==> src/sct_pkg.sv <==
package sct_pkg;

	// -------------------------------------------------------------------------
	// register map (byte addresses)
	// -------------------------------------------------------------------------
	localparam logic [11:0] ADDR_CTRL = 12'h000;
	localparam logic [11:0] ADDR_STATUS = 12'h004;
	localparam logic [11:0] ADDR_CYCLE_BASE = 12'h010;
	localparam logic [11:0] ADDR_OFFSET_BASE = 12'h020;
	localparam logic [11:0] ADDR_FORCEOFF_BASE = 12'h040;
	localparam logic [11:0] ADDR_HOLDREL = 12'h060;
	localparam logic [11:0] ADDR_MAXDWELL = 12'h064;
	localparam logic [11:0] ADDR_DAILY_REF = 12'h068;
	localparam logic [11:0] ADDR_ABS_REF = 12'h06c;
	localparam logic [11:0] ADDR_DST = 12'h070;
	localparam logic [11:0] ADDR_CALLS = 12'h074;
	localparam logic [11:0] ADDR_TOD = 12'h078;

	// -------------------------------------------------------------------------
	// reset values and limits
	// -------------------------------------------------------------------------
	localparam logic [7:0] CYCLE_MIN = 8'h28;
	localparam logic [7:0] CYCLE_RESET = 8'h3c;
	localparam logic [6:0] DWELL_MIN = 7'h01;
	localparam logic [6:0] DWELL_MAX = 7'h63;
	localparam logic [6:0] DWELL_RESET = 7'h0a;
	localparam logic [10:0] MIN_PER_DAY = 11'h05a0;
	localparam logic [5:0] SEC_PER_MIN = 6'h3c;
	localparam int LINE_HZ = 60;

	// -------------------------------------------------------------------------
	// modes, sync methods and controller states
	// -------------------------------------------------------------------------
	typedef enum logic [1:0] {
		SCT_MODE_SEMI = 2'h0,
		SCT_MODE_FIXED = 2'h1,
		SCT_MODE_FREE = 2'h3
	} sct_mode_t;

	typedef enum logic [1:0] {
		SCT_SYNC_DWELL = 2'h0,
		SCT_SYNC_DWELL_INT = 2'h1,
		SCT_SYNC_SHORT = 2'h3
	} sct_sync_t;

	typedef enum logic [1:0] {
		SCT_ST_FREE = 2'h0,
		SCT_ST_SYNC = 2'h1,
		SCT_ST_COORD = 2'h3
	} sct_state_t;

endpackage

==> src/sct_line_prescaler.sv <==
`timescale 1ns/1ps
module sct_line_prescaler #(
	parameter int DIV = 60
) (
	input wire logic clk,
	input wire logic nrst,
	input wire logic line_edge,
	output logic sec_tick
);
	localparam logic [6:0] DIV_LAST = 7'(DIV - 1);

	typedef struct packed {
		logic [6:0] cnt;
		logic tick;
	} sct_pre_t;

	sct_pre_t r;
	sct_pre_t next_r;

	always_comb begin
		next_r = r;
		next_r.tick = 1'b0;
		if (line_edge) begin
			if (r.cnt == DIV_LAST) begin
				next_r.cnt = 7'h00;
				next_r.tick = 1'b1;
			end else begin
				next_r.cnt = r.cnt + 7'h01;
			end
		end
	end

	always_ff @(posedge clk or negedge nrst) begin
		if (!nrst) begin
			r <= '0;
		end else begin
			r <= next_r;
		end
	end

	assign sec_tick = r.tick;
endmodule // sct_line_prescaler

==> src/sct_coord.sv <==
// Implementation choices: the register offsets and the APB register port.
`timescale 1ns/1ps
module sct_coord #(
	parameter int NPH = 8,
	parameter int NCYC = 4,
	parameter int NFO = 8
) (
	input wire logic clk,
	input wire logic nrst,
	input wire logic psel,
	input wire logic penable,
	input wire logic pwrite,
	input wire logic [11:0] paddr,
	input wire logic [31:0] pwdata,
	output logic [31:0] prdata,
	output logic pready,
	output logic pslverr,
	input wire logic line_edge,
	input wire logic sync_pulse,
	input wire logic [NPH-1:0] det_call,
	input wire logic [NPH-1:0] phase_green,
	output logic [NPH-1:0] force_off,
	output logic [NPH-1:0] max_recall,
	output logic [NPH-1:0] cont_call,
	output logic [NPH-1:0] held_call,
	output logic max_inhibit,
	output logic coord_hold
);
	// -------------------------------------------------------------------------
	// state
	// -------------------------------------------------------------------------
	typedef struct packed {
		logic [31:0] rdata;
		logic ready;
		logic err;
		logic [1:0] mode_sel;
		logic mode_ovr;
		logic [1:0] sys_mode;
		logic [1:0] sync_sel;
		logic [1:0] cyc_ovr;
		logic cyc_ovr_en;
		logic [1:0] off_ovr;
		logic off_ovr_en;
		logic [1:0] sys_cyc;
		logic [1:0] sys_off;
		logic abs_en;
		logic [NPH-1:0] coord_ph;
		logic [NPH-1:0] recall_sel;
		logic [NCYC-1:0][7:0] cyc_len;
		logic [NCYC-1:0][7:0] offset;
		logic [NFO-1:0][7:0] fo_pt;
		logic [7:0] hold_rel;
		logic [6:0] max_dwell;
		logic [10:0] daily_ref;
		logic [8:0] abs_day;
		logic [10:0] abs_min;
		logic [8:0] dst_on_day;
		logic [8:0] dst_off_day;
		logic dst;
		logic [5:0] sec;
		logic [10:0] minute;
		logic [8:0] day;
		logic [7:0] ctimer;
		logic [1:0] act_cyc;
		logic [6:0] dwell_cnt;
		logic sync_req;
		logic [NPH-1:0] calls;
		sct_pkg::sct_state_t st;
		logic [NPH-1:0] fo;
		logic [NPH-1:0] mrec;
		logic [NPH-1:0] ccall;
		logic minh;
		logic hold;
	} sct_state_s_t;

	sct_state_s_t r;
	sct_state_s_t next_r;

	logic sec_tick;

	sct_line_prescaler #(.DIV(sct_pkg::LINE_HZ)) u_pre (
		.clk(clk),
		.nrst(nrst),
		.line_edge(line_edge),
		.sec_tick(sec_tick)
	);

	function automatic logic [7:0] clamp_cyc(input logic [7:0] v);
		clamp_cyc = (v < sct_pkg::CYCLE_MIN) ? sct_pkg::CYCLE_MIN : v;
	endfunction

	// -------------------------------------------------------------------------
	// next state
	// -------------------------------------------------------------------------
	logic [1:0] mode;
	logic [1:0] cyc_idx;
	logic [1:0] off_idx;
	logic [7:0] len;
	logic [7:0] tgt;
	logic [7:0] diff;
	logic coord_green;
	logic side_demand;
	logic wr;
	logic rd;
	logic cyc_end;
	logic resync;
	logic free_now;
	integer i;

	always_comb begin
		next_r = r;
		mode = r.mode_ovr ? r.mode_sel : r.sys_mode;
		cyc_idx = r.cyc_ovr_en ? r.cyc_ovr : r.sys_cyc;
		off_idx = r.off_ovr_en ? r.off_ovr : r.sys_off;
		len = clamp_cyc(r.cyc_len[r.act_cyc]);
		tgt = r.offset[off_idx];
		diff = 8'h00;
		coord_green = |(phase_green & r.coord_ph);
		side_demand = |((r.calls | det_call) & ~r.coord_ph);
		free_now = (mode == sct_pkg::SCT_MODE_FREE);
		wr = psel && penable && pwrite && !r.ready;
		rd = psel && penable && !pwrite && !r.ready;
		cyc_end = 1'b0;
		resync = 1'b0;

		// apb: one wait state, answer in the cycle after access begins
		next_r.ready = psel && penable && !r.ready;
		next_r.err = 1'b0;
		if (wr) begin
			case (paddr)
				sct_pkg::ADDR_CTRL: begin
					next_r.mode_sel = pwdata[1:0];
					next_r.mode_ovr = pwdata[2];
					next_r.sync_sel = pwdata[4:3];
					next_r.cyc_ovr = pwdata[6:5];
					next_r.cyc_ovr_en = pwdata[7];
					next_r.off_ovr = pwdata[9:8];
					next_r.off_ovr_en = pwdata[10];
					next_r.sys_mode = pwdata[12:11];
					next_r.sys_cyc = pwdata[14:13];
					next_r.sys_off = pwdata[16:15];
					next_r.abs_en = pwdata[17];
				end
				sct_pkg::ADDR_HOLDREL: next_r.hold_rel = pwdata[7:0];
				sct_pkg::ADDR_MAXDWELL: begin
					next_r.max_dwell = (pwdata[6:0] < sct_pkg::DWELL_MIN) ? sct_pkg::DWELL_MIN :
						(pwdata[6:0] > sct_pkg::DWELL_MAX) ? sct_pkg::DWELL_MAX : pwdata[6:0];
				end
				sct_pkg::ADDR_DAILY_REF: next_r.daily_ref = pwdata[10:0];
				sct_pkg::ADDR_ABS_REF: begin
					next_r.abs_min = pwdata[10:0];
					next_r.abs_day = pwdata[24:16];
				end
				sct_pkg::ADDR_DST: begin
					next_r.dst_on_day = pwdata[8:0];
					next_r.dst_off_day = pwdata[24:16];
				end
				sct_pkg::ADDR_CALLS: begin
					next_r.coord_ph = pwdata[NPH-1:0];
					next_r.recall_sel = pwdata[NPH+15:16];
				end
				sct_pkg::ADDR_TOD: begin
					next_r.minute = pwdata[10:0];
					next_r.day = pwdata[24:16];
					next_r.sec = 6'h00;
				end
				default: begin
					if (paddr[11:4] == sct_pkg::ADDR_CYCLE_BASE[11:4] && int'(paddr[3:2]) < NCYC) begin
						next_r.cyc_len[paddr[3:2]] = clamp_cyc(pwdata[7:0]);
					end else if (paddr[11:4] == sct_pkg::ADDR_OFFSET_BASE[11:4]) begin
						next_r.offset[paddr[3:2]] = pwdata[7:0];
					end else if (paddr[11:5] == sct_pkg::ADDR_FORCEOFF_BASE[11:5]) begin
						next_r.fo_pt[paddr[4:2]] = pwdata[7:0];
					end else begin
						next_r.err = 1'b1;
					end
				end
			endcase
		end
		next_r.rdata = 32'h0000_0000;
		if (rd) begin
			case (paddr)
				sct_pkg::ADDR_CTRL: next_r.rdata = {14'h0000, r.abs_en, r.sys_off, r.sys_cyc,
					r.sys_mode, r.off_ovr_en, r.off_ovr, r.cyc_ovr_en, r.cyc_ovr, r.sync_sel,
					r.mode_ovr, r.mode_sel};
				sct_pkg::ADDR_STATUS: next_r.rdata = {4'h0, r.dst, r.st, r.act_cyc, r.dwell_cnt,
					r.ctimer, r.calls};
				sct_pkg::ADDR_HOLDREL: next_r.rdata = {24'h00_0000, r.hold_rel};
				sct_pkg::ADDR_MAXDWELL: next_r.rdata = {25'h000_0000, r.max_dwell};
				sct_pkg::ADDR_DAILY_REF: next_r.rdata = {21'h00_0000, r.daily_ref};
				sct_pkg::ADDR_ABS_REF: next_r.rdata = {7'h00, r.abs_day, 5'h00, r.abs_min};
				sct_pkg::ADDR_DST: next_r.rdata = {7'h00, r.dst_off_day, 7'h00, r.dst_on_day};
				sct_pkg::ADDR_CALLS: next_r.rdata = {8'h00, r.recall_sel, 8'h00, r.coord_ph};
				sct_pkg::ADDR_TOD: next_r.rdata = {r.sec, 1'b0, r.day, 5'h00, r.minute};
				default: begin
					if (paddr[11:4] == sct_pkg::ADDR_CYCLE_BASE[11:4] && int'(paddr[3:2]) < NCYC) begin
						next_r.rdata = {24'h00_0000, r.cyc_len[paddr[3:2]]};
					end else if (paddr[11:4] == sct_pkg::ADDR_OFFSET_BASE[11:4]) begin
						next_r.rdata = {24'h00_0000, r.offset[paddr[3:2]]};
					end else if (paddr[11:5] == sct_pkg::ADDR_FORCEOFF_BASE[11:5]) begin
						next_r.rdata = {24'h00_0000, r.fo_pt[paddr[4:2]]};
					end else begin
						next_r.err = 1'b1;
					end
				end
			endcase
		end

		// ---------------------------------------------------------------------
		// time of day
		// ---------------------------------------------------------------------
		if (sec_tick) begin
			if (r.sec == sct_pkg::SEC_PER_MIN - 6'h01) begin
				next_r.sec = 6'h00;
				if (r.minute == sct_pkg::MIN_PER_DAY - 11'h001) begin
					next_r.minute = 11'h000;
					next_r.day = r.day + 9'h001;
				end else begin
					next_r.minute = r.minute + 11'h001;
				end
				// dst moves clock one hour: forward at 2:00 on the on day, back at 3:00 on the off day
				if (r.minute == 11'h077 && r.day == r.dst_on_day && !r.dst) begin
					next_r.dst = 1'b1;
					next_r.minute = 11'h0b4;
				end else if (r.minute == 11'h0b3 && r.day == r.dst_off_day && r.dst) begin
					next_r.dst = 1'b0;
					next_r.minute = 11'h078;
				end
				if (r.minute + 11'h001 == r.daily_ref ||
					(r.minute == sct_pkg::MIN_PER_DAY - 11'h001 && r.daily_ref == 11'h000)) begin
					resync = 1'b1;
				end
				if (r.abs_en && r.minute + 11'h001 == r.abs_min && r.day == r.abs_day) begin
					resync = 1'b1;
				end
			end else begin
				next_r.sec = r.sec + 6'h01;
			end
		end

		// ---------------------------------------------------------------------
		// cycle timer and offset sync
		// ---------------------------------------------------------------------
		if (sync_pulse) begin
			next_r.sync_req = 1'b1;
		end
		case (r.st)
			sct_pkg::SCT_ST_FREE: begin
				next_r.ctimer = 8'h00;
				next_r.act_cyc = cyc_idx;
				// restart from free only at the start of a minute
				if (!free_now && sec_tick && r.sec == sct_pkg::SEC_PER_MIN - 6'h01) begin
					next_r.st = sct_pkg::SCT_ST_COORD;
				end
			end
			sct_pkg::SCT_ST_SYNC: begin
				diff = 8'(r.ctimer - tgt);
				if (free_now) begin
					next_r.st = sct_pkg::SCT_ST_FREE;
				end else if (r.ctimer == tgt) begin
					next_r.st = sct_pkg::SCT_ST_COORD;
					next_r.dwell_cnt = 7'h00;
				end else if (sec_tick) begin
					if (r.sync_sel == sct_pkg::SCT_SYNC_SHORT && diff < (len >> 1)) begin
						next_r.ctimer = (r.ctimer == 8'h00) ? len - 8'h01 : r.ctimer;
					end else if (r.sync_sel == sct_pkg::SCT_SYNC_SHORT) begin
						next_r.ctimer = (r.ctimer + 8'h02 >= len) ? 8'h00 : r.ctimer + 8'h02;
					end else if (coord_green && !(r.sync_sel == sct_pkg::SCT_SYNC_DWELL_INT &&
						r.dwell_cnt >= r.max_dwell)) begin
						next_r.dwell_cnt = r.dwell_cnt + 7'h01;
					end else begin
						next_r.ctimer = (r.ctimer + 8'h01 >= len) ? 8'h00 : r.ctimer + 8'h01;
						next_r.dwell_cnt = 7'h00;
					end
				end
			end
			sct_pkg::SCT_ST_COORD: begin
				if (free_now) begin
					next_r.st = sct_pkg::SCT_ST_FREE;
				end else if (sec_tick) begin
					if (r.ctimer + 8'h01 >= len) begin
						cyc_end = 1'b1;
						next_r.ctimer = 8'h00;
						next_r.act_cyc = cyc_idx;
					end else begin
						next_r.ctimer = r.ctimer + 8'h01;
					end
				end
				if (resync) begin
					next_r.ctimer = 8'h00;
				end
				if (r.sync_req && cyc_end) begin
					next_r.sync_req = 1'b0;
					next_r.st = sct_pkg::SCT_ST_SYNC;
				end
			end
			default: next_r.st = sct_pkg::SCT_ST_FREE;
		endcase

		// ---------------------------------------------------------------------
		// phase supervision
		// ---------------------------------------------------------------------
		for (i = 0; i < NPH; i++) begin
			if (phase_green[i]) begin
				next_r.calls[i] = 1'b0;
			end
			if (det_call[i] && !r.coord_ph[i]) begin
				next_r.calls[i] = 1'b1;
			end
			// force-off point i belongs to phase i's split
			next_r.fo[i] = (r.st != sct_pkg::SCT_ST_FREE) && !free_now && (r.ctimer == r.fo_pt[i])
				&& phase_green[i] && !r.fo[i] && (!r.coord_ph[i] || side_demand);
		end
		next_r.hold = (r.st != sct_pkg::SCT_ST_FREE) && !free_now &&
			(r.ctimer < r.hold_rel || !side_demand);
		next_r.minh = (r.st != sct_pkg::SCT_ST_FREE) && !free_now;
		next_r.ccall = next_r.minh ? r.coord_ph : '0;
		case (mode)
			sct_pkg::SCT_MODE_SEMI: next_r.mrec = r.coord_ph | r.recall_sel;
			sct_pkg::SCT_MODE_FIXED: next_r.mrec = '1;
			default: next_r.mrec = r.recall_sel;
		endcase
	end

	always_ff @(posedge clk or negedge nrst) begin
		if (!nrst) begin
			r <= '0;
			r.cyc_len <= {NCYC{sct_pkg::CYCLE_RESET}};
			r.max_dwell <= sct_pkg::DWELL_RESET;
			r.hold_rel <= 8'h00;
		end else begin
			r <= next_r;
		end
	end

	assign prdata = r.rdata;
	assign pready = r.ready;
	assign pslverr = r.err;
	assign force_off = r.fo;
	assign max_recall = r.mrec;
	assign cont_call = r.ccall;
	assign held_call = r.calls;
	assign max_inhibit = r.minh;
	assign coord_hold = r.hold;
endmodule // sct_coord

==> config.mk <==
export PLATFORM = sky130hd
export DESIGN_NAME = sct_coord
export DESIGN_NICKNAME = d
export VERILOG_FILES = /design/src/sct_pkg.sv /design/src/sct_line_prescaler.sv /design/src/sct_coord.sv
export SDC_FILE = /design/constraint.sdc
export NUM_CORES = 1
export LEC_CHECK = 0
export ABC_AREA = 1
export BUFFER_PORTS_ARGS = -buffer_cell sky130_fd_sc_hd__buf_2
export CAP_MARGIN = 40
export CORE_ASPECT_RATIO = 1.25
export CORE_MARGIN = 2
export CORE_UTILIZATION = 60
export DETAILED_ROUTE_END_ITERATION = 8
export PLACE_DENSITY_LB_ADDON = 0.08
export SLEW_MARGIN = 40
export SYNTH_ARGS = -nofsm -noshare
export SYNTH_HDL_FRONTEND = slang
export SYNTH_SLANG_ARGS = --single-unit
==> constraint.sdc <==
create_clock -name clk -period 4 [get_ports clk]
set_clock_uncertainty 0.05 [all_clocks]
set_input_delay 1 -clock clk [delete_from_list [all_inputs] [get_ports clk]]
set_output_delay 1 -clock clk [all_outputs]
set_load 0.05 [all_outputs]
; ---- After elaboration in Yosys (flattened, before gate mapping)
; Index checks and enable logic that the tools add are counted.
[totals]
in_bits = 67
word_cells = 403
regBits = 349
[classes]
magnitude_cmp = 15
reduce_logical = 135
mux = 121
bitwise_logic = 9
add_sub_neg = 9
n_eq_ne = 51
[op_table]
columns = op, n
row1 = one-hot mux 32 bit (9 select lines), 1
row2 = 2-to-1 mux 227 bit, 1
row3 = 2-to-1 mux 8 bit, 24
row4 = 2-to-1 mux 128 bit, 1
row5 = 2-to-1 mux 64 bit, 2
row6 = 2-to-1 mux 32 bit, 3
row7 = 2-to-1 mux 96 bit, 1
row8 = == test 12 x 7 -> 1 bit (second input constant), 7
row9 = 2-to-1 mux 26 bit, 3
row10 = == test 8 bit, 9
row11 = binary-select mux 8 bit (select 2 bit), 4
row12 = bitwise mux 32 bit, 2
row13 = bitwise mux 64 bit, 1
row14 = logical AND 1 bit, 63
row15 = 2-to-1 mux 7 bit, 9
row16 = 2-to-1 mux 11 bit, 4
row17 = 2-to-1 mux 1 bit, 40
row18 = 2-to-1 mux 20 bit, 2
row19 = 2-to-1 mux 18 bit, 2
row20 = nonzero test 2 bit, 14
row21 = == test 9 bit, 3
row22 = binary-select mux 8 bit (select 3 bit), 1
row23 = demux 8 bit (select 3 bit), 1
row24 = one-hot mux 8 bit (3 select lines), 1
row25 = 63 further kinds, 141

; ---- Longest topological paths before layout
; Gate-level depths: netlist of run 1.
[depth]
depth_word = 15
depth_mapped = 26

; ---- Cells and area by module
; A second synthesis of run 1 with hierarchy kept.
[hier_totals]
hier_cells = 2721
area_unflattened_um2 = 20657.3
[modules_own_cells]
columns = module, cells_per_inst, n_inst, area_per_inst_um2, seq_area_each_um2
row1 = sct_coord, 2669, 1, 20243.2, 8555.7
row2 = sct_line_prescaler, 52, 1, 414.1, 200.2

; ---- Worst setup path before layout of run 1
; OpenSTA, ideal clock, no wires.
[synth_path]
path_type = register -> register
start = register r[294] (netlist name)
end = register r[46] (netlist name)
t_required_ns = 3.885
setup_time_ns = 0.065
slack_ns = 0.323
arrival_ns = 3.562
path_stages_with_launch = 24
path_cell_list = dfrtp_1 -> inv_1 -> nand2_1 -> nand2_1 -> clkbuf_1 -> a21oi_1 -> a32o_1 -> ha_1 -> nand2_1 -> o21ai_0 -> a21oi_1 -> o21ai_0 -> xor2_1 -> ha_1 -> a21o_1 -> a21oi_1 -> nand3_1 -> clkinv_1 -> nand3_2 -> inv_1 -> nand3_1 -> nand2_1 -> nand3_1 -> nand2_1
[synth_via]
elab_chain_len = 11
word_cells_on_any_way = 16
cone_classes = add/sub (1) / order compare (1) / eq/ne (4) / mux (8) / reduce/logical (2)
[synth_rtl]
columns = item, line_no
row1 = "start, declared", sct_coord.sv:76  ; sct_state_s_t r;
row2 = "start signal, assigned", sct_coord.sv:332  ; r <= next_r;
row3 = 2-to-1 mux 2 bit *, sct_coord.sv:114  ; off_idx = r.off_ovr_en ? r.off_ovr : r.sys_off;
row4 = binary-select mux 8 bit (select 2 bit) *, sct_coord.sv:116  ; tgt = r.offset[off_idx];
row5 = 2-to-1 mux 8 bit (implied by the code) *, sct_coord.sv:116
row6 = subtractor 8 bit, sct_coord.sv:257  ; diff = 8'(r.ctimer - tgt);
row7 = < comparator 8 x 7 -> 1 bit, sct_coord.sv:264  ; if (r.sync_sel == sct_pkg::SCT_SYNC_SHORT && diff < (len >> 1)) begin
row8 = logical AND 1 bit, sct_coord.sv:264
row9 = 2-to-1 mux 8 bit, sct_coord.sv:264
row10 = 2-to-1 mux 8 bit, sct_coord.sv:263  ; end else if (sec_tick) begin
row11 = 2-to-1 mux 8 bit, sct_coord.sv:260  ; end else if (r.ctimer == tgt) begin
row12 = 2-to-1 mux 8 bit, sct_coord.sv:258  ; if (free_now) begin
row13 = one-hot mux 8 bit (3 select lines), sct_coord.sv:247  ; case (r.st)
; Every way passes the cells marked *; elsewhere a longest branch is shown, timed or not. The select of a mux whose other input is x is not followed.
; A chain may end at the register's enable or synchronous reset.

; ---- Final worst setup path of run 1
; Ends and elaborated chain as after synthesis.

==> summary.md, run 1 <==
| Metric | Value |
|---|---|
| Status | finished clean |
| Post-DP HPWL | ~53 mm |
| # port buffers | between 100 and 150 |
| Worst-margin pin slew | a little under 900 ps |
| Post-Synthesis Cells | roughly 2600 |
| Max_cap viols | 0 |
| Total power per unit cell area | about 450 nW/um^2 |
| Fmax | approximately 270 MHz |
| Avg WL per Cell | between 20 and 25 um |
| Yosys top cell by area | dfrtp_1 |
| Endpoints failing hold | 0 |
| Area delta synth->final | 10.6% |
| Via density per instance | slightly above 6 |
| Synth top area share | 40.5% |
| # H-tree levels | 2 |
| CTS tree | yes |
| Crit-path max FO | 9 |
| Fin. max-slew vios | 0 |
| Final setup viols | 0 |
| Largest net degree at the start of global routing | between 50 and 60 |
| Die ar. | roughly 36000 um^2 |
| Crit path arrival time | 4180 ps |
| Count of cell types in the netlist | slightly above 70 |
| Min-Delay Path Class | in -> async |
| Share of cells above drive strength 1 | between 10% and 20% |
| WL final | 71.2 mm |
| Detailed Routing Iterations Pass 1 | 8 |
| Clock Latency Late Sink | about 560 ps |
| Post-CTS Setup Bufs | 0 |
| Top FF cell, synth | dfrtp_1 |
| Total number of vias | ~19000 |
| Final Core Density | approximately two thirds |
| Clock Tree Root | clkbuf_16 |
| I/O Pins | about 140 |
| Number of synthesized flops with an enable pin | 0 |
| DRT antenna net count | 0 |
| Post-synthesis async set-or-reset flop share | 100% |
| Pre-CTS setup slack | about 120 ps |
| WP data required | 4430 ps |
| DRT iter0 DRCs | between 2000 and 2500 |
| Die height | between 200 and 250 um |
| Slew margin rel. | slightly above 40% |
| Post-Syn Nets | 2700 |
| CP endpoint kind | flip-flop |
| Clk buf depth | 3 |
| Synthesized area per cell | 7.93 um^2 |
| Setup WS post-layout | roughly 260 ps |
| Vias in the first global route | between 15000 and 20000 |
| TritonCTS Sinks | roughly 350 |
| GRT Total Usage | ~40% |
| Synth Cell Area | a little over 20000 um^2 |
| Sequential Area | between 8000 and 9000 um^2 |
| GRT overflow | 0 |
| Initial antenna violation count | 0 |
| Worst-path clk slew | about 70 ps |
| Final min period | about 3700 ps |
| Initial core utilization | about three fifths |
| Core area | around 34000 um^2 |
| Rows | 75 |
| Nets | ~2800 |
| Design Power | between 10 and 15 mW |
| Final Wtd Congestion | 1.02 |
| DRC violations left | 0 |
| ANT cells | 0 |
| Leak pwr | 10.8 nW |
| Critical path class | reg -> reg |
| Peak VDD IR | about 350 uV |
| Yosys Warn Count | 0 |
| Global-route wire length before repair | ~110 mm |
| Footprint of the multi-input gates | 9690 um^2 |
| Startpoint Class | flip-flop |
| R2R setup slack | ~260 ps |
| FILL cells | 2944 |
| Number of synthesized register bits | about 350 |
| Period utilisation layout | a little over 90% |
| Die X | 169 um |
| Top post-synthesis cells by area | dfrtp_1 (40%), nand2_1 (11%), o21ai_0 (5.9%), inv_1 (4.8%), ha_1 (3.2%) |
| Seq/Total Area, Yosys | around 43% |
| Clock buffer count from CTS | 37 |
## Yosys cell counts, drive strengths merged, types with 49 or more instances
cell	count
o21ai	320
nor2	160
xor2	49
dfrtp	331
nand2	623
ha	52
o22ai	97
buf	99
nand3	114
inv	276
a21oi	106
clkbuf	67
## timing repair
| item | 4_1_cts | 5_1_grt |
|---|---|---|
| hold buffers | 0 | 0 |
| endpoints found under the setup margin | 0 | 8 |
| resized for setup | 0 | 14 |
## cell type report
type                    count  share of cell area, %
inverters                 285                   4.76
clock inverters            12                  0.757
multi-input cells        1780                   42.8
repair buffers            200                   5.69
well taps                 423                   2.34
clock buffers              55                   4.97
flip-flops and latches    349                   38.7
## per-layer routing
metal / track usage (%) / vias up / wire length (um)
li1: - / 8804 / -
met1: 49.4 / 9157 / 26500
met2: 64.0 / 1082 / 32800
met3: 8.58 / 303 / 6430
met4: 26.7 / 0 / 5510
met5: 0 / - / 0
## metrics by stage
stage	cell area, um^2	std cells	hold WS, ps	TNS [ps]
6_report	22600	3104	247	0
5_1_grt	22600	3104	256	-27.7
4_1_cts	22600	3104	251	0
3_5_place_dp	21300	3037	408	0
3_3_place_gp	21200	3035	392	0
2_1_floorplan	20500	2580	392	0
## where the power goes
part	switching [mW]	internal, mW
clock	1.47	2.21
sequential	0.176	3.68
combinational	1.81	0.822
## kinds of logic (layout without fill, tap and decap cells)
logic type                 after synthesis  in the layout  synth area share (%)
buffers and inverters                  451            552                  10.1
and+or+nand+nor                       1007           1007                  22.0
muxes                                    4              4                 0.220
xor gates and xnor gates                71             71                  3.17
adders and majority gates               53             53                  3.28
DFF                                    349            349                  42.8
AOI/OAI and AO/OA                      645            645                  18.4
## cells in the final DEF (no fill, tap or decap), types with 18 or more instances in the layout
master,count
a211oi_1,18
a21oi_1,104
a221oi_1,18
buf_2,126
buf_4,66
clkbuf_16,39
dfrtp_1,330
dfstp_2,18
ha_1,50
inv_1,260
nand2_1,603
nand2_2,19
nand3_1,110
nand4_1,33
nor2_1,142
nor3_1,32
o21ai_0,239
o21ai_1,72
o22ai_1,97
xnor2_1,20
xor2_1,49
## worst max-delay path: stages (launching register included)
cell and delay [ps]:
dfrtp_2 440, inv_1 80, nand2_1 70, nand2_2 110
or2_2 300, a32oi_2 230, inv_1 100, fa_2 390
nor2_1 110, o21ai_1 90, nand2_1 80, nand2_1 60
nand2_1 60, a21oi_1 70, xor2_1 140, ha_1 310
and3_1 200, nand2_2 150, nand4_1 100, nor2_1 60
nor2_2 260, nand3_1 130, nand2_1 80
## final timing paths
kind | from | to | depth (start not counted)
max in group asynchronous | nrst | prdata[5]$_DFF_PN0_ | 4
max | r[294]$_DFFE_PN0P_ | r[46]$_DFFE_PN0P_ | 22
min | nrst | r[69]$_DFF_PN0_ | 1
min in group clk | pready$_DFF_PN0_ | pready$_DFF_PN0_ | 1
max reg2reg | r[294]$_DFFE_PN0P_ | r[46]$_DFFE_PN0P_ | 22
min reg2reg | pready$_DFF_PN0_ | pready$_DFF_PN0_ | 1
(Power assumes the default switching activity.)
==> inputs of run 2 (changes only) <==
--- a/config.mk
+++ b/config.mk
@@ -8,11 +8,13 @@
 export ABC_AREA = 1
 export BUFFER_PORTS_ARGS = -buffer_cell sky130_fd_sc_hd__buf_2
 export CAP_MARGIN = 40
+export CELL_PAD_IN_SITES_DETAIL_PLACEMENT = 1
+export CELL_PAD_IN_SITES_GLOBAL_PLACEMENT = 1
 export CORE_ASPECT_RATIO = 1.25
 export CORE_MARGIN = 2
-export CORE_UTILIZATION = 60
+export CORE_UTILIZATION = 46
 export DETAILED_ROUTE_END_ITERATION = 8
-export PLACE_DENSITY_LB_ADDON = 0.08
+export PLACE_DENSITY = 0.8
 export SLEW_MARGIN = 40
 export SYNTH_ARGS = -nofsm -noshare
 export SYNTH_HDL_FRONTEND = slang
==> run 2 against run 1 <==
Net effect:
- worst hold slack better by 110 ps
- highest routed layer unchanged
- non-clock buffer count up 7
- sequential cell count unchanged
- global-route usage down 4.4 points
- sequential power about the same
- critical path depth unchanged
- die area up 30%
- maximum frequency down 2.8%
- register-to-register slack worse by 110 ps
==> summary.md, run 2 (synthesized netlist as in run 1, its figures left out) <==
| Metric | Value |
|---|---|
| Via density per instance | 6.08 (was 6.23) |
| Crit Reg-Reg Startpoint | r[294]$_DFFE_PN0P_ (unchanged) |
| Area delta synth->final | 12.4% (was 10.6%) |
| Die height | 240 um (was 211 um) |
| Crit-path max cell delay | 430 ps (was 440 ps) |
| DRT iter0 DRCs | 1445 (was 2033) |
| Die ar. | 46200 um^2 (was 35600 um^2) |
| # port buffers | 127 (unchanged) |
| Die X | 193 um (was 169 um) |
| Critical path class | reg -> reg (unchanged) |
| Period utilisation layout | 96.3% (was 93.6%) |
| Largest net degree at the start of global routing | 87 (was 58) |
| Max_cap viols | 0 (unchanged) |
| NetSw | 3.72 mW (was 3.47 mW) |
| Post-Place Cells | 3190 (was 3037) |
| CP endpoint kind | flip-flop (unchanged) |
| Leak pwr | 10.9 nW (was 10.8 nW) |
| Rows | 86 (was 75) |
| Final min period | 3850 ps (was 3740 ps) |
| Worst path slowest cell | dfrtp_1 (was dfrtp_2) |
| I/O Pins | 135 (unchanged) |
| Cts hold-fix bufs | 0 (unchanged) |
| Fmax | 260 MHz (was 267 MHz) |
| Layout Cells excl Fill | 3265 (was 3104) |
| WL final | 82.5 mm (was 71.2 mm) |
| Clk buf depth | 3 (unchanged) |
| Internal | 6.95 mW (was 6.72 mW) |
| Total number of vias | 19864 (was 19346) |
| Final Wtd Congestion | 0.979 (was 1.02) |
| Final setup viols | 0 (unchanged) |
| TritonCTS Sinks | 349 (unchanged) |
| DRC violations left | 0 (unchanged) |
| Cell mode on critical path | nand2_1 (unchanged) |
| Highest-count cells in the layout ignoring fill and taps | nand2_1 (605), dfrtp_1 (331), inv_1 (259), o21ai_0 (239), nor2_1 (137) (was nand2_1 (603), dfrtp_1 (330), inv_1 (260), o21ai_0 (239), nor2_1 (142)) |
| Share of cells above drive strength 1 | 14.9% (was 14.1%) |
| # H-tree levels | 2 (unchanged) |
| Worst-path clk slew | 60 ps (was 70 ps) |
| Clock Latency Late Sink | 590 ps (was 560 ps) |
| Peak VDD IR | 340 uV (was 353 uV) |
| Clk pwr share | 37.3% (was 36.2%) |
| Crit-path max FO | 7 (was 9) |
| Total power per unit cell area | 464 nW/um^2 (was 450 nW/um^2) |
| WP data required | 4450 ps (was 4430 ps) |
| Fin. max-slew vios | 0 (unchanged) |
| Critical path endpoint | r[48]$_DFFE_PN0P_ (was r[46]$_DFFE_PN0P_) |
| Worst Reg-to-Reg Cells | 22 (unchanged) |
| Endpoints failing hold | 0 (unchanged) |
| Core area | 44000 um^2 (was 33600 um^2) |
| R2R setup slack | 150 ps (was 260 ps) |
| Worst-margin pin slew | 811 ps (was 885 ps) |
| Levels on crit path | 22 (unchanged) |
| Sequential power share | 36.2% (was 37.9%) |
| CP bufs+invs | 3 (was 2) |
| Met3 wire length | 5.09 mm (was 6.43 mm) |
| Post-DP HPWL | 61.2 mm (was 52.6 mm) |
| Switching share of power | 34.9% (was 34.0%) |
| CTS tree | yes (unchanged) |
| Final Core Density | 52.3% (was 67.4%) |
| Routed met1 length | 31.0 mm (was 26.5 mm) |
| Slew margin rel. | 45.5% (was 40.6%) |
| GRT overflow | 0 (unchanged) |
| Crit path cell chain | buf_4 > nand2_1 > o21ai_4 > buf_12 > nor2_2 > a32oi_2 > buf_4 > ha_1 > nand2_1 > o21ai_2 > a21oi_1 > o21ai_1 > xor2_1 > ha_1 > a21o_1 > a21oi_1 > nand3_1 > a21oi_1 > nand4_1 > nand2_1 > nand2_1 > nand2_1 (was inv_1 > nand2_1 > nand2_2 > or2_2 > a32oi_2 > inv_1 > fa_2 > nor2_1 > o21ai_1 > nand2_1 > nand2_1 > nand2_1 > a21oi_1 > xor2_1 > ha_1 > and3_1 > nand2_2 > nand4_1 > nor2_1 > nor2_2 > nand3_1 > nand2_1) |
| Startpoint Class | flip-flop (unchanged) |
| Crit path arrival time | 4300 ps (was 4180 ps) |
| Commonest non-fill, non-tap cell in the layout | nand2_1 (unchanged) |
| Initial antenna violation count | 1 (was 0) |
| Global-route wire length before repair | 124 mm (was 108 mm) |
| Clock buffer count from CTS | 39 (was 37) |
| Avg WL per Cell | 25.3 um (was 22.9 um) |
| Status | finished clean (unchanged) |
| Nets | 2782 (was 2773) |
| Crit path from | r[294]$_DFFE_PN0P_ (unchanged) |
| Detailed Routing Iterations Pass 1 | 6 (was 8) |
| GRT Total Usage | 35.8% (was 40.2%) |
| RR Endpoint | r[48]$_DFFE_PN0P_ (was r[46]$_DFFE_PN0P_) |
| DRT antenna net count | 0 (unchanged) |
| Logic pwr share | 26.4% (was 25.9%) |
| Uppermost layer routed | met4 (unchanged) |
| Vias in the first global route | 20756 (was 18621) |
| Clock Tree Root | clkbuf_16 (unchanged) |
| Min-Delay Path Class | in -> async (unchanged) |
| Critical path's top delay family | simple AND/OR/NAND/NOR gates (unchanged) |
| Setup TNS | 0 ps (unchanged) |
| Initial core utilization | 46.5% (was 60.9%) |
| DR WL met2 | 39.4 mm (was 32.8 mm) |
run 2: cell count changes in the layout (fill, tap and decap cells not counted), sizes merged:
cell and delta:
buf +7, bufinv +3, clkbuf -5, clkinv +7, clkinvlp -1, diode +1
run 2: through the flow:
| stage | power (mW) | hold slack, ps | instance area [um^2] | setup slack, ps |
|---|---|---|---|---|
| 6_report | 10.7 | 355 | 23000 | 149 |
| 5_1_grt | 11.1 | 385 | 23000 | -105 |
| 4_1_cts | 10.6 | 377 | 22900 | 41.8 |
| 3_5_place_dp | 6.60 | 416 | 21500 | -51.4 |
| 3_3_place_gp | 6.48 | 395 | 21500 | 85.9 |
| 2_1_floorplan | 5.58 | 392 | 20500 | 323 |
run 2: final cells by class:
cell class,count,area (um^2)
fill,5358,21000
multi-input combinational,1780,9730
sequential,349,8760
timing repair buffer,207,1310
clock buffer,50,1100
inverter,285,1080
tap,572,716
clock inverter,21,303
antenna,1,2.50
run 2: worst min path at each step:
stage                                      start                      end  slack [ps]
final                                       nrst  max_recall[6]$_DFF_PN0_         360
after global routing                        nrst  max_recall[6]$_DFF_PN0_         390
after CTS                                   nrst   force_off[7]$_DFF_PN0_         380
after detailed placement      r[273]$_DFFE_PN0P_  max_recall[0]$_DFF_PN0_         420
after global placement          pready$_DFF_PN0_         pready$_DFF_PN0_         400
after floorplan           u_pre.r[7]$_DFFE_PN0P_   u_pre.r[7]$_DFFE_PN0P_         390
run 2: what timing repair did:
item	CTS	global route
pin swaps	0	8
endpoints found under the setup margin	8	8
gates resized for setup	4	21
buffers inserted	0	3
endpoints found under the hold margin	0	0
run 2: worst register-to-register path, stage by stage, from the launching register on:
cell     delay, ps
dfrtp_1        430
buf_4          180
nand2_1        110
o21ai_4         80
buf_12         150
nor2_2         120
a32oi_2         70
buf_4          160
ha_1           300
nand2_1         90
o21ai_2        140
a21oi_1         80
o21ai_1        170
xor2_1         170
ha_1           270
a21o_1         160
a21oi_1        110
nand3_1        150
a21oi_1        170
nand4_1        130
nand2_1        270
nand2_1        100
nand2_1         80
run 2: power by group through the flow:
stage	sequential, mW	clock (mW)	combinational [mW]
final	3.87	3.98	2.82
after global routing	3.88	4.16	3.07
after CTS	3.85	4.04	2.72
after detailed placement	3.92	0	2.68
after global placement	3.91	0	2.56
after floorplan	3.87	0	1.70
run 2: layer usage:
metal	vias to the layer above	global-route usage [%]
met5	-	0
met4	0	26.9
met3	307	5.01
met2	824	59.1
met1	9930	42.2
li1	8803	-
